**config.mk**
```make
export PLATFORM = sky130hd
export DESIGN_NAME = mrc_cfg_regs
export DESIGN_NICKNAME = d
export VERILOG_FILES = /design/src/inc/mrc_pkg.sv /design/src/logic/mrc_cfg_regs.sv /design/src/logic/mrc_decode.sv
export VERILOG_INCLUDE_DIRS = /design/src /design/src/inc
export SDC_FILE = /design/constraint.sdc
export NUM_CORES = 1
export LEC_CHECK = 0
export BUFFER_PORTS_ARGS = -buffer_cell sky130_fd_sc_hd__buf_2
export CAP_MARGIN = 30
export CORE_ASPECT_RATIO = 0.5
export CORE_MARGIN = 2
export CORE_UTILIZATION = 51
export DETAILED_ROUTE_END_ITERATION = 8
export GPL_ROUTABILITY_DRIVEN = 0
export MAX_ROUTING_LAYER = met4
export PLACE_DENSITY = 0.77
export RECOVER_POWER = 100
export SLEW_MARGIN = 30
export SYNTH_ARGS = -nofsm -noshare
export SYNTH_HDL_FRONTEND = slang
export SYNTH_SLANG_ARGS = --single-unit
export TNS_END_PERCENT = 5
```
**constraint.sdc**
```tcl
create_clock -name mclk -period 6.6 [get_ports mclk]
set_input_delay 0.33 -clock mclk [delete_from_list [all_inputs] [get_ports mclk]]
set_output_delay 0.33 -clock mclk [all_outputs]
set_load 0.01 [all_outputs]
```
**src/inc/mrc_regs.svh**
```systemverilog
// register offsets, field positions, reset values for the remap configuration bank
// assumes byte-addressed configuration space, one byte lane per address
`ifndef MRC_REGS_SVH
`define MRC_REGS_SVH
`define MRC_OFS_LOW_CEIL 8'hc4
`define MRC_OFS_WIN_BOTTOM 8'hc6
`define MRC_OFS_WIN_TOP 8'hc8
`define MRC_OFS_DELTA 8'hca
`define MRC_OFS_MEM_SIZE 8'hcc
`define MRC_OFS_EXT_BASE 8'hce
`define MRC_OFS_FLUSH 8'hd8
`define MRC_OFS_SCRATCH 8'hde
`define MRC_RST_LOW_CEIL 16'h0800
`define MRC_RST_WIN_BOTTOM 16'h03ff
`define MRC_RST_WIN_TOP 16'h0000
`define MRC_RST_DELTA 16'h0000
`define MRC_RST_MEM_SIZE 16'h0000
`define MRC_RST_EXT_BASE 16'he000
`define MRC_RST_SCRATCH 16'h0000
`define MRC_MASK_WIN 16'h03ff
`define MRC_MASK_MEM_SIZE 16'h01ff
`define MRC_MASK_LOW_CEIL 16'hf800
`define MRC_MASK_EXT_BASE 16'hf000
`define MRC_WIN_LSB 26
`define MRC_SIZE_LSB 27
`define MRC_CEIL_LSB 27
`define MRC_EXT_LSB 28
`define MRC_FLUSH_BIT 0
`endif

```
**src/inc/mrc_pkg.sv**
```systemverilog
// types shared by the remap configuration bank and its host decoder
// no constants here: numbers live in mrc_regs.svh
package mrc_pkg;
  typedef struct packed {
    logic wr;
    logic rd;
    logic [7:0] addr;
    logic [7:0] wdata;
  } mrc_cfg_req_t;

  typedef struct packed {
    logic valid;
    logic [35:0] addr;
  } mrc_host_req_t;

  typedef struct packed {
    logic valid;
    logic is_dram;
    logic is_ext_cfg;
    logic remapped;
    logic [35:0] mem_addr;
  } mrc_decode_t;

  typedef enum logic [1:0] {
    MRC_FL_IDLE = 2'b00,
    MRC_FL_DRAIN = 2'b01,
    MRC_FL_DONE = 2'b10
  } mrc_flush_state_t;
endpackage : mrc_pkg

```
**src/logic/mrc_cfg_regs.sv**
```systemverilog
// remap configuration register bank with write-cache flush control
// assumes byte-wide config access, one cycle per access; read data registered
// Behaviour
// window top supplies bits 35:26, low ones
// window disabled when top below bottom
// delta translates host to memory addresses
// software loads delta as bottom minus ceiling
// memory size field bits 35:27, 128MB
// extended config base gives bits 31:28
// any write locks extended base until reset
// software never writes base 0 or F
// firmware writes extended base during boot
// flush bit drains write cache at priority
// arbiter refuses requests while flush runs
// hardware clears flush bit when done
// scratch register is plain storage
// window bottom supplies bits 35:26, low zeros
// at or above ceiling below 4G not memory; the decoder still counts remap window hits there as memory
// memory address is host minus shifted delta
`timescale 1ns/1ps
`include "mrc_regs.svh"
module mrc_cfg_regs #(
  parameter int HOST_AW = 36,
  parameter int CFG_AW = 8
) (
  input wire logic mclk,
  input wire logic sys_rst,
  input wire mrc_pkg::mrc_cfg_req_t cfg_req,
  output logic [7:0] cfg_rdata,
  input wire mrc_pkg::mrc_host_req_t host_req,
  output mrc_pkg::mrc_decode_t host_dec,
  input wire logic wc_empty,
  output logic wc_flush_hi_pri,
  output logic arb_accept_en
);
  logic [15:0] low_ceil_ff;
  logic [15:0] win_bottom_ff;
  logic [15:0] win_top_ff;
  logic [15:0] delta_ff;
  logic [15:0] mem_size_ff;
  logic [15:0] ext_base_ff;
  logic ext_lock_ff;
  logic [15:0] scratch_ff;
  logic flush_bit_ff;
  mrc_pkg::mrc_flush_state_t fl_state_ff;
  mrc_pkg::mrc_flush_state_t nxt_fl_state;
  logic [7:0] rdata_ff;
  logic [7:0] nxt_rdata;
  logic [7:0] word_ofs;
  logic hi_byte;
  logic wr;
  logic flush_req;

  // the decoder and the struct carriers are built for these widths only
  if (($bits(mrc_pkg::mrc_host_req_t) != HOST_AW + 1) || ($bits(mrc_pkg::mrc_cfg_req_t) != 2 * CFG_AW + 2))
  begin : g_width_check
    $error("mrc_cfg_regs: unsupported address width");
  end

  assign word_ofs = {cfg_req.addr[7:1], 1'b0};
  assign hi_byte = cfg_req.addr[0];
  assign wr = cfg_req.wr;

  function automatic logic [15:0] put_byte(input logic [15:0] cur, input logic hi, input logic [7:0] d,
                                           input logic [15:0] mask);
    logic [15:0] v;
    v = hi ? {d, cur[7:0]} : {cur[15:8], d};
    return v & mask;
  endfunction : put_byte

  // low ceiling, window, delta and memory size registers; reserved bits forced to zero
  always_ff @(posedge mclk or posedge sys_rst) begin
    if (sys_rst) begin
      low_ceil_ff <= `MRC_RST_LOW_CEIL;
      win_bottom_ff <= `MRC_RST_WIN_BOTTOM;
      win_top_ff <= `MRC_RST_WIN_TOP;
      delta_ff <= `MRC_RST_DELTA;
      mem_size_ff <= `MRC_RST_MEM_SIZE;
    end else if (wr) begin
      if (word_ofs == `MRC_OFS_LOW_CEIL) begin
        low_ceil_ff <= put_byte(low_ceil_ff, hi_byte, cfg_req.wdata, `MRC_MASK_LOW_CEIL);
      end
      if (word_ofs == `MRC_OFS_WIN_BOTTOM) begin
        win_bottom_ff <= put_byte(win_bottom_ff, hi_byte, cfg_req.wdata, `MRC_MASK_WIN);
      end
      if (word_ofs == `MRC_OFS_WIN_TOP) begin
        win_top_ff <= put_byte(win_top_ff, hi_byte, cfg_req.wdata, `MRC_MASK_WIN);
      end
      if (word_ofs == `MRC_OFS_DELTA) begin
        delta_ff <= put_byte(delta_ff, hi_byte, cfg_req.wdata, `MRC_MASK_WIN);
      end
      if (word_ofs == `MRC_OFS_MEM_SIZE) begin
        mem_size_ff <= put_byte(mem_size_ff, hi_byte, cfg_req.wdata, `MRC_MASK_MEM_SIZE);
      end
    end
  end

  // extended config base: first write of either byte locks it, lock holds until reset
  always_ff @(posedge mclk or posedge sys_rst) begin
    if (sys_rst) begin
      ext_base_ff <= `MRC_RST_EXT_BASE;
      ext_lock_ff <= 1'b0;
    end else if (wr && (word_ofs == `MRC_OFS_EXT_BASE) && !ext_lock_ff) begin
      ext_base_ff <= put_byte(ext_base_ff, hi_byte, cfg_req.wdata, `MRC_MASK_EXT_BASE);
      ext_lock_ff <= 1'b1;
    end
  end

  // scratch: storage only, feeds nothing but read data
  always_ff @(posedge mclk or posedge sys_rst) begin
    if (sys_rst) begin
      scratch_ff <= `MRC_RST_SCRATCH;
    end else if (wr && (word_ofs == `MRC_OFS_SCRATCH)) begin
      scratch_ff <= put_byte(scratch_ff, hi_byte, cfg_req.wdata, 16'hffff);
    end
  end

  // writing zero to the flush bit is ignored; only hardware clears it
  assign flush_req = wr && (cfg_req.addr == `MRC_OFS_FLUSH) && cfg_req.wdata[`MRC_FLUSH_BIT];

  always_comb begin
    nxt_fl_state = fl_state_ff;
    unique case (fl_state_ff)
      mrc_pkg::MRC_FL_IDLE: begin
        if (flush_req) begin
          nxt_fl_state = mrc_pkg::MRC_FL_DRAIN;
        end
      end
      mrc_pkg::MRC_FL_DRAIN: begin
        // a request landing as the cache empties keeps the drain going, else the bit would stick
        if (wc_empty && !flush_req) begin
          nxt_fl_state = mrc_pkg::MRC_FL_DONE;
        end
      end
      mrc_pkg::MRC_FL_DONE: begin
        if (flush_req) begin
          nxt_fl_state = mrc_pkg::MRC_FL_DRAIN;
        end else begin
          nxt_fl_state = mrc_pkg::MRC_FL_IDLE;
        end
      end
      default: begin
        nxt_fl_state = mrc_pkg::MRC_FL_IDLE;
      end
    endcase
  end

  always_ff @(posedge mclk or posedge sys_rst) begin
    if (sys_rst) begin
      fl_state_ff <= mrc_pkg::MRC_FL_IDLE;
    end else begin
      fl_state_ff <= nxt_fl_state;
    end
  end

  // a new request in the completing cycle wins, so the bit stays set
  always_ff @(posedge mclk or posedge sys_rst) begin
    if (sys_rst) begin
      flush_bit_ff <= 1'b0;
    end else if (flush_req) begin
      flush_bit_ff <= 1'b1;
    end else if (fl_state_ff == mrc_pkg::MRC_FL_DRAIN && wc_empty) begin
      flush_bit_ff <= 1'b0;
    end
  end

  assign wc_flush_hi_pri = (fl_state_ff == mrc_pkg::MRC_FL_DRAIN);
  assign arb_accept_en = (fl_state_ff != mrc_pkg::MRC_FL_DRAIN);

  always_comb begin
    logic [15:0] w;
    w = 16'h0000;
    unique case (word_ofs)
      `MRC_OFS_LOW_CEIL: w = low_ceil_ff;
      `MRC_OFS_WIN_BOTTOM: w = win_bottom_ff;
      `MRC_OFS_WIN_TOP: w = win_top_ff;
      `MRC_OFS_DELTA: w = delta_ff;
      `MRC_OFS_MEM_SIZE: w = mem_size_ff;
      `MRC_OFS_EXT_BASE: w = ext_base_ff;
      `MRC_OFS_FLUSH: w = {15'h0000, flush_bit_ff};
      `MRC_OFS_SCRATCH: w = scratch_ff;
      default: w = 16'h0000;
    endcase
    nxt_rdata = hi_byte ? w[15:8] : w[7:0];
  end

  always_ff @(posedge mclk or posedge sys_rst) begin
    if (sys_rst) begin
      rdata_ff <= 8'h00;
    end else if (cfg_req.rd) begin
      rdata_ff <= nxt_rdata;
    end
  end

  assign cfg_rdata = rdata_ff;

  mrc_decode u_decode (
    .mclk(mclk),
    .sys_rst(sys_rst),
    .req(host_req),
    .win_bottom(win_bottom_ff[9:0]),
    .win_top(win_top_ff[9:0]),
    .delta(delta_ff[9:0]),
    .low_ceil(low_ceil_ff[15:11]),
    .ext_base(ext_base_ff[15:12]),
    .dec(host_dec)
  );
endmodule : mrc_cfg_regs

```
**src/logic/mrc_decode.sv**
```systemverilog
// host address decoder: remap window, low memory ceiling, extended config window
// assumes register values stable; purely a registered pipeline stage
`timescale 1ns/1ps
`include "mrc_regs.svh"
module mrc_decode (
  input wire logic mclk,
  input wire logic sys_rst,
  input wire mrc_pkg::mrc_host_req_t req,
  input wire logic [9:0] win_bottom,
  input wire logic [9:0] win_top,
  input wire logic [9:0] delta,
  input wire logic [4:0] low_ceil,
  input wire logic [3:0] ext_base,
  output mrc_pkg::mrc_decode_t dec
);
  logic [35:0] lo_bound;
  logic [35:0] hi_bound;
  logic [35:0] ceil_addr;
  logic win_en;
  logic in_win;
  logic below_4g;
  mrc_pkg::mrc_decode_t nxt_dec;
  mrc_pkg::mrc_decode_t dec_ff;

  always_comb begin
    lo_bound = {win_bottom, 26'h0000000};
    hi_bound = {win_top, 26'h3ffffff};
    ceil_addr = {4'h0, low_ceil, 27'h0000000};
    win_en = !(win_top < win_bottom);
    in_win = win_en && (req.addr >= lo_bound) && (req.addr <= hi_bound);
    below_4g = (req.addr[35:32] == 4'h0);
    nxt_dec.valid = req.valid;
    nxt_dec.remapped = in_win;
    nxt_dec.is_ext_cfg = below_4g && (req.addr[31:`MRC_EXT_LSB] == ext_base);
    // at or above the ceiling and below 4 GB is not memory unless it falls in the remap window
    nxt_dec.is_dram = in_win || !(below_4g && (req.addr >= ceil_addr)) || !below_4g;
    if (in_win) begin
      nxt_dec.mem_addr = req.addr - {delta, 26'h0000000}; // see R3
    end else begin
      nxt_dec.mem_addr = req.addr;
    end
  end

  always_ff @(posedge mclk or posedge sys_rst) begin
    if (sys_rst) begin
      dec_ff <= '0;
    end else begin
      dec_ff <= nxt_dec;
    end
  end

  assign dec = dec_ff;
endmodule : mrc_decode

```
==> summary.md <==
The flow ran to the end, but the final reports show violations. The checks that failed: max-capacitance violations, max-slew violations. After filler insertion, the fill cell instance count of the layout stands at 933. The mean cell area of the mapped netlist came out at 10.86 sq um. Of the cells placed in the final design, the portion with a size suffix greater than 1 is 18.30%. The initial utilization of the core area, before any placement, comes to 53.55%.

The Yosys step of the flow raised 0 warnings. In this run the power spent charging and discharging nets is 497.4 uW. The internal portion of total power is 1.463 mW.

At the worst endpoint, the required time is 6890 ps. After routing, the total negative slack on setup checks comes to 0 ps. For this block, the initial DRC count from the detailed router was 352.

The worst setup path is of the flop to flop kind. TritonCTS built the clock tree. Data on the critical path arrives at its endpoint at 3270 ps. The tools report the maximum number of pins on one net before global-route repair as 64.

Counting flops with an async set or reset pin after synthesis yields a share of 100.0%. Across the routed clock network, the largest skew measured is 7.233 ps. For the deepest clock path buffer count, the log shows 2.

Layout net count: 761. Synthesis inferred 116 register bits. IR analysis of the VDD net gives a maximum drop of 0.0001226 V.

The logs give 4 for the number of H-tree branching levels and 1.960 mW for the power consumption. The synthesized area was 6006 sq um; the area of the die was 12710 sq um. For the worst hold slack after final layout, the log shows 20.34 ps.

The area share of the largest cell type after synthesis is 42.50%, and the global-route total usage across every layer is 26.99%. The total via count in the routed design is 4807, and the floorplan core area is 11220 sq um. The first detailed-routing pass ran for 5 iterations. The worst slew margin relative to its limit came out at -87.52%. The number of unique standard cell types used by synthesis came out at 57.

The final-report max-slew violation count is 81. Across the run, the number of max-cap violations was 2. The dominant register cell in the synthesized netlist is dfrtp_1. In the post-synthesis netlist, the cell with the most instances is dfrtp_1. The count of buffers added on input and output ports is 107. Among all stages on the critical path, the largest delay is contributed by nor2b_1. The logs give 0 for the number of hold violations in the final report and 108 for the number of primary I/O pins. The die is 157.5 um wide. Hold repair after CTS inserted 0 buffers.

In the routed layout, each cell is associated on average with a via count of 5.785. After layout, the worst path uses 45.20% of the clock period. The tools report the leakage power as 3.214 nW.

The worst setup path is launched from a flop. After detailed routing, the number of remaining DRC violations is 0. The run gives 12.1% as the part of the power in combinational logic. The worst setup path is captured at a flop. The tightest min-delay check is of the primary input to flop type. The number of standard-cell rows in the floorplan is 27, and the total power divided by cell area is 275.6 nW/um^2.

The number of placed instances, taps included was 799; the overall die height was 80.74 um. The clock period minus worst slack came out at 2983 ps. Detailed placement HPWL: 11390 um.

Clock tree synthesis found a total of 116 sinks. The worst hold path cell count is 1, and the maximum clock rate is 335.2 MHz. The run gives 4718 as the number of global-route vias before repair. The most area-hungry cell type in the Yosys netlist is dfrtp_1.

The run gives 0 as the setup fix buffers added after clock tree synthesis. Excluding fillers, the count of instances in the completed layout stands at 831. Of the synthesized area, sequential elements account for 48.62%.

Clock-pin slew was measured on the worst setup and hold paths at 60 ps. The number of nets in the synthesized netlist is 655. The biggest cell delay along the critical path was 810 ps; the overall routed net length was 15610 um.

The synthesized design contains 0 enable-type register cells. The clock reaches the later pin of the worst-skew pair after 410 ps. The run gives 553 as the number of instances in the synthesized netlist. The critical path goes through inv_1 -> ha_1 -> nand4_1 -> nor3b_1 -> a211oi_1 -> nor2_1 -> o41ai_1 -> nor2b_1 -> mux2_2. After synthesis, the cell types taking the most area are dfrtp_1 43%, ha_1 9.0%, mux2_2 8.8%, dfstp_2 6.1%, o21ai_0 3.1%. The run gives 0 as the number of antenna violations at the first check in global routing. In this run the worst path has a maximum fanout of 11. The worst register-to-register path has a depth of 9.

The number of diodes is 0, and the net switching fraction of the power is 25.37%. The post-CTS resize count is 0, and the share of total power in the clock network is 48.1%. The first global-routing pass estimated 25030 um of wire. Measured on the finished design, the core utilization comes to 63.41%. In this run the clock root is driven by a clkbuf_16. The commonest cells after synthesis are 102 x dfrtp_1, 47 x mux2_2, 46 x inv_1, 43 x ha_1, 38 x nand2_1. Setup repair after global routing left no endpoint under its margin.

After detailed routing, the average wire length per cell comes to 18.78 um. The post-detailed-route count of antenna-violating nets was 0. At the pin with the least slew margin, the transition time is 2797 ps. The area growth from synthesis to layout is 18.42%.

Number of buffers created by CTS: 17. Registers are responsible for 39.8% of the overall power. The final setup violation count came out at 0. After global routing the overflow that remains totals 0.
[registers in the layout, indices dropped and copies added, names as in the netlist]
name	flops
flush_bit_ff	1
win_top_ff	10
u_decode.dec	40
low_ceil_ff	5
mem_size_ff	9
delta_ff	10
ext_base_ff	4
ext_lock_ff	1
fl_state_ff	2
scratch_ff	16
win_bottom_ff	10
cfg_rdata	8
[critical path: cells and delay by family (launching register included)]
kind | cells | cell delay [ps]
AOI/OAI and AO/OA | 2 | 200
adders and majority gates | 1 | 320
buffers and inverters | 1 | 70
DFF | 1 | 530
muxes | 1 | 420
and+or+nand+nor | 4 | 1330
[metrics by stage]
stage,setup slack (ps),instance area (sq um)
final,3617,7112
after global routing,3421,7112
after CTS,3670,7272
after detailed placement,3692,6663
after global placement,3778,6663
after floorplan,3221,6006
[power groups by stage]
stage	clock (mW)	combinational (mW)	sequential (mW)
floorplan	0	0.147	0.792
global placement	0	0.237	0.788
detailed placement	0	0.244	0.790
CTS	0.956	0.247	0.778
global route	0.989	0.266	0.784
finish	0.944	0.237	0.780
[logic make-up (layout without fill, tap and decap cells)]
family / after synthesis / after routing / share of synthesized area [%]
compound gates: 111 / 111 / 12.58
xor+xnor: 11 / 11 / 1.604
fa+ha+maj: 44 / 44 / 9.292
buf+inv: 67 / 186 / 4.333
flops: 116 / 116 / 48.62
mux: 60 / 60 / 10.98
simple gates: 144 / 144 / 12.58
[cell usage in the layout (no fill, tap or decap), types with 10 or more instances in the layout]
cell type  netlist  final
a21oi_1         19     19
a22oi_1         14     14
buf_2            4     29
clkbuf_1        15     79
clkbuf_16        0     17
dfrtp_1        102    102
dfstp_2         14     13
ha_1            43     43
inv_1           46     45
mux2_2          47     45
mux2i_1         13     13
nand2_1         38     38
nand4_1         15     15
nor2_1          35     37
nor2b_1         11     11
nor3_1           8     10
nor4_1           8     10
o21ai_0         37     37
[per-layer routing]
layer | GRT usage, % | up-vias | part of all wire (%)
met4 | 8.545 | 0 | 1.6
met3 | 7.150 | 26 | 8.4
met5 | - | - | 0
met2 | 40.96 | 213 | 44
li1 | - | 2214 | -
met1 | 35.77 | 2354 | 46
[final timing paths]
check,from,endpoint,slack [ps]
worst min-delay path,host_req[36],u_decode.dec[39],20
min in group asynchronous,sys_rst,u_decode.dec[35],690
worst max register to register,win_bottom_ff[4],u_decode.dec[30],3620
worst max-delay path,win_bottom_ff[4],u_decode.dec[30],3620
worst min register to register,fl_state_ff[1],fl_state_ff[0],470
max in group asynchronous,sys_rst,win_top_ff[9],4250
[final cells by class]
cell class / instances / area (sq um) / share of cell area (%)
Tap cell: 159 / 198.9 / 2.797
Clock inverter: 12 / 152.6 / 2.146
Inverter: 46 / 173.9 / 2.445
Timing Repair Buffer: 108 / 445.4 / 6.263
Clock buffer: 20 / 456.7 / 6.422
Sequential cell: 116 / 2920 / 41.06
Multi-Input combinational cell: 370 / 2764 / 38.86
No activity file was read; power rests on OpenSTA's default activity.
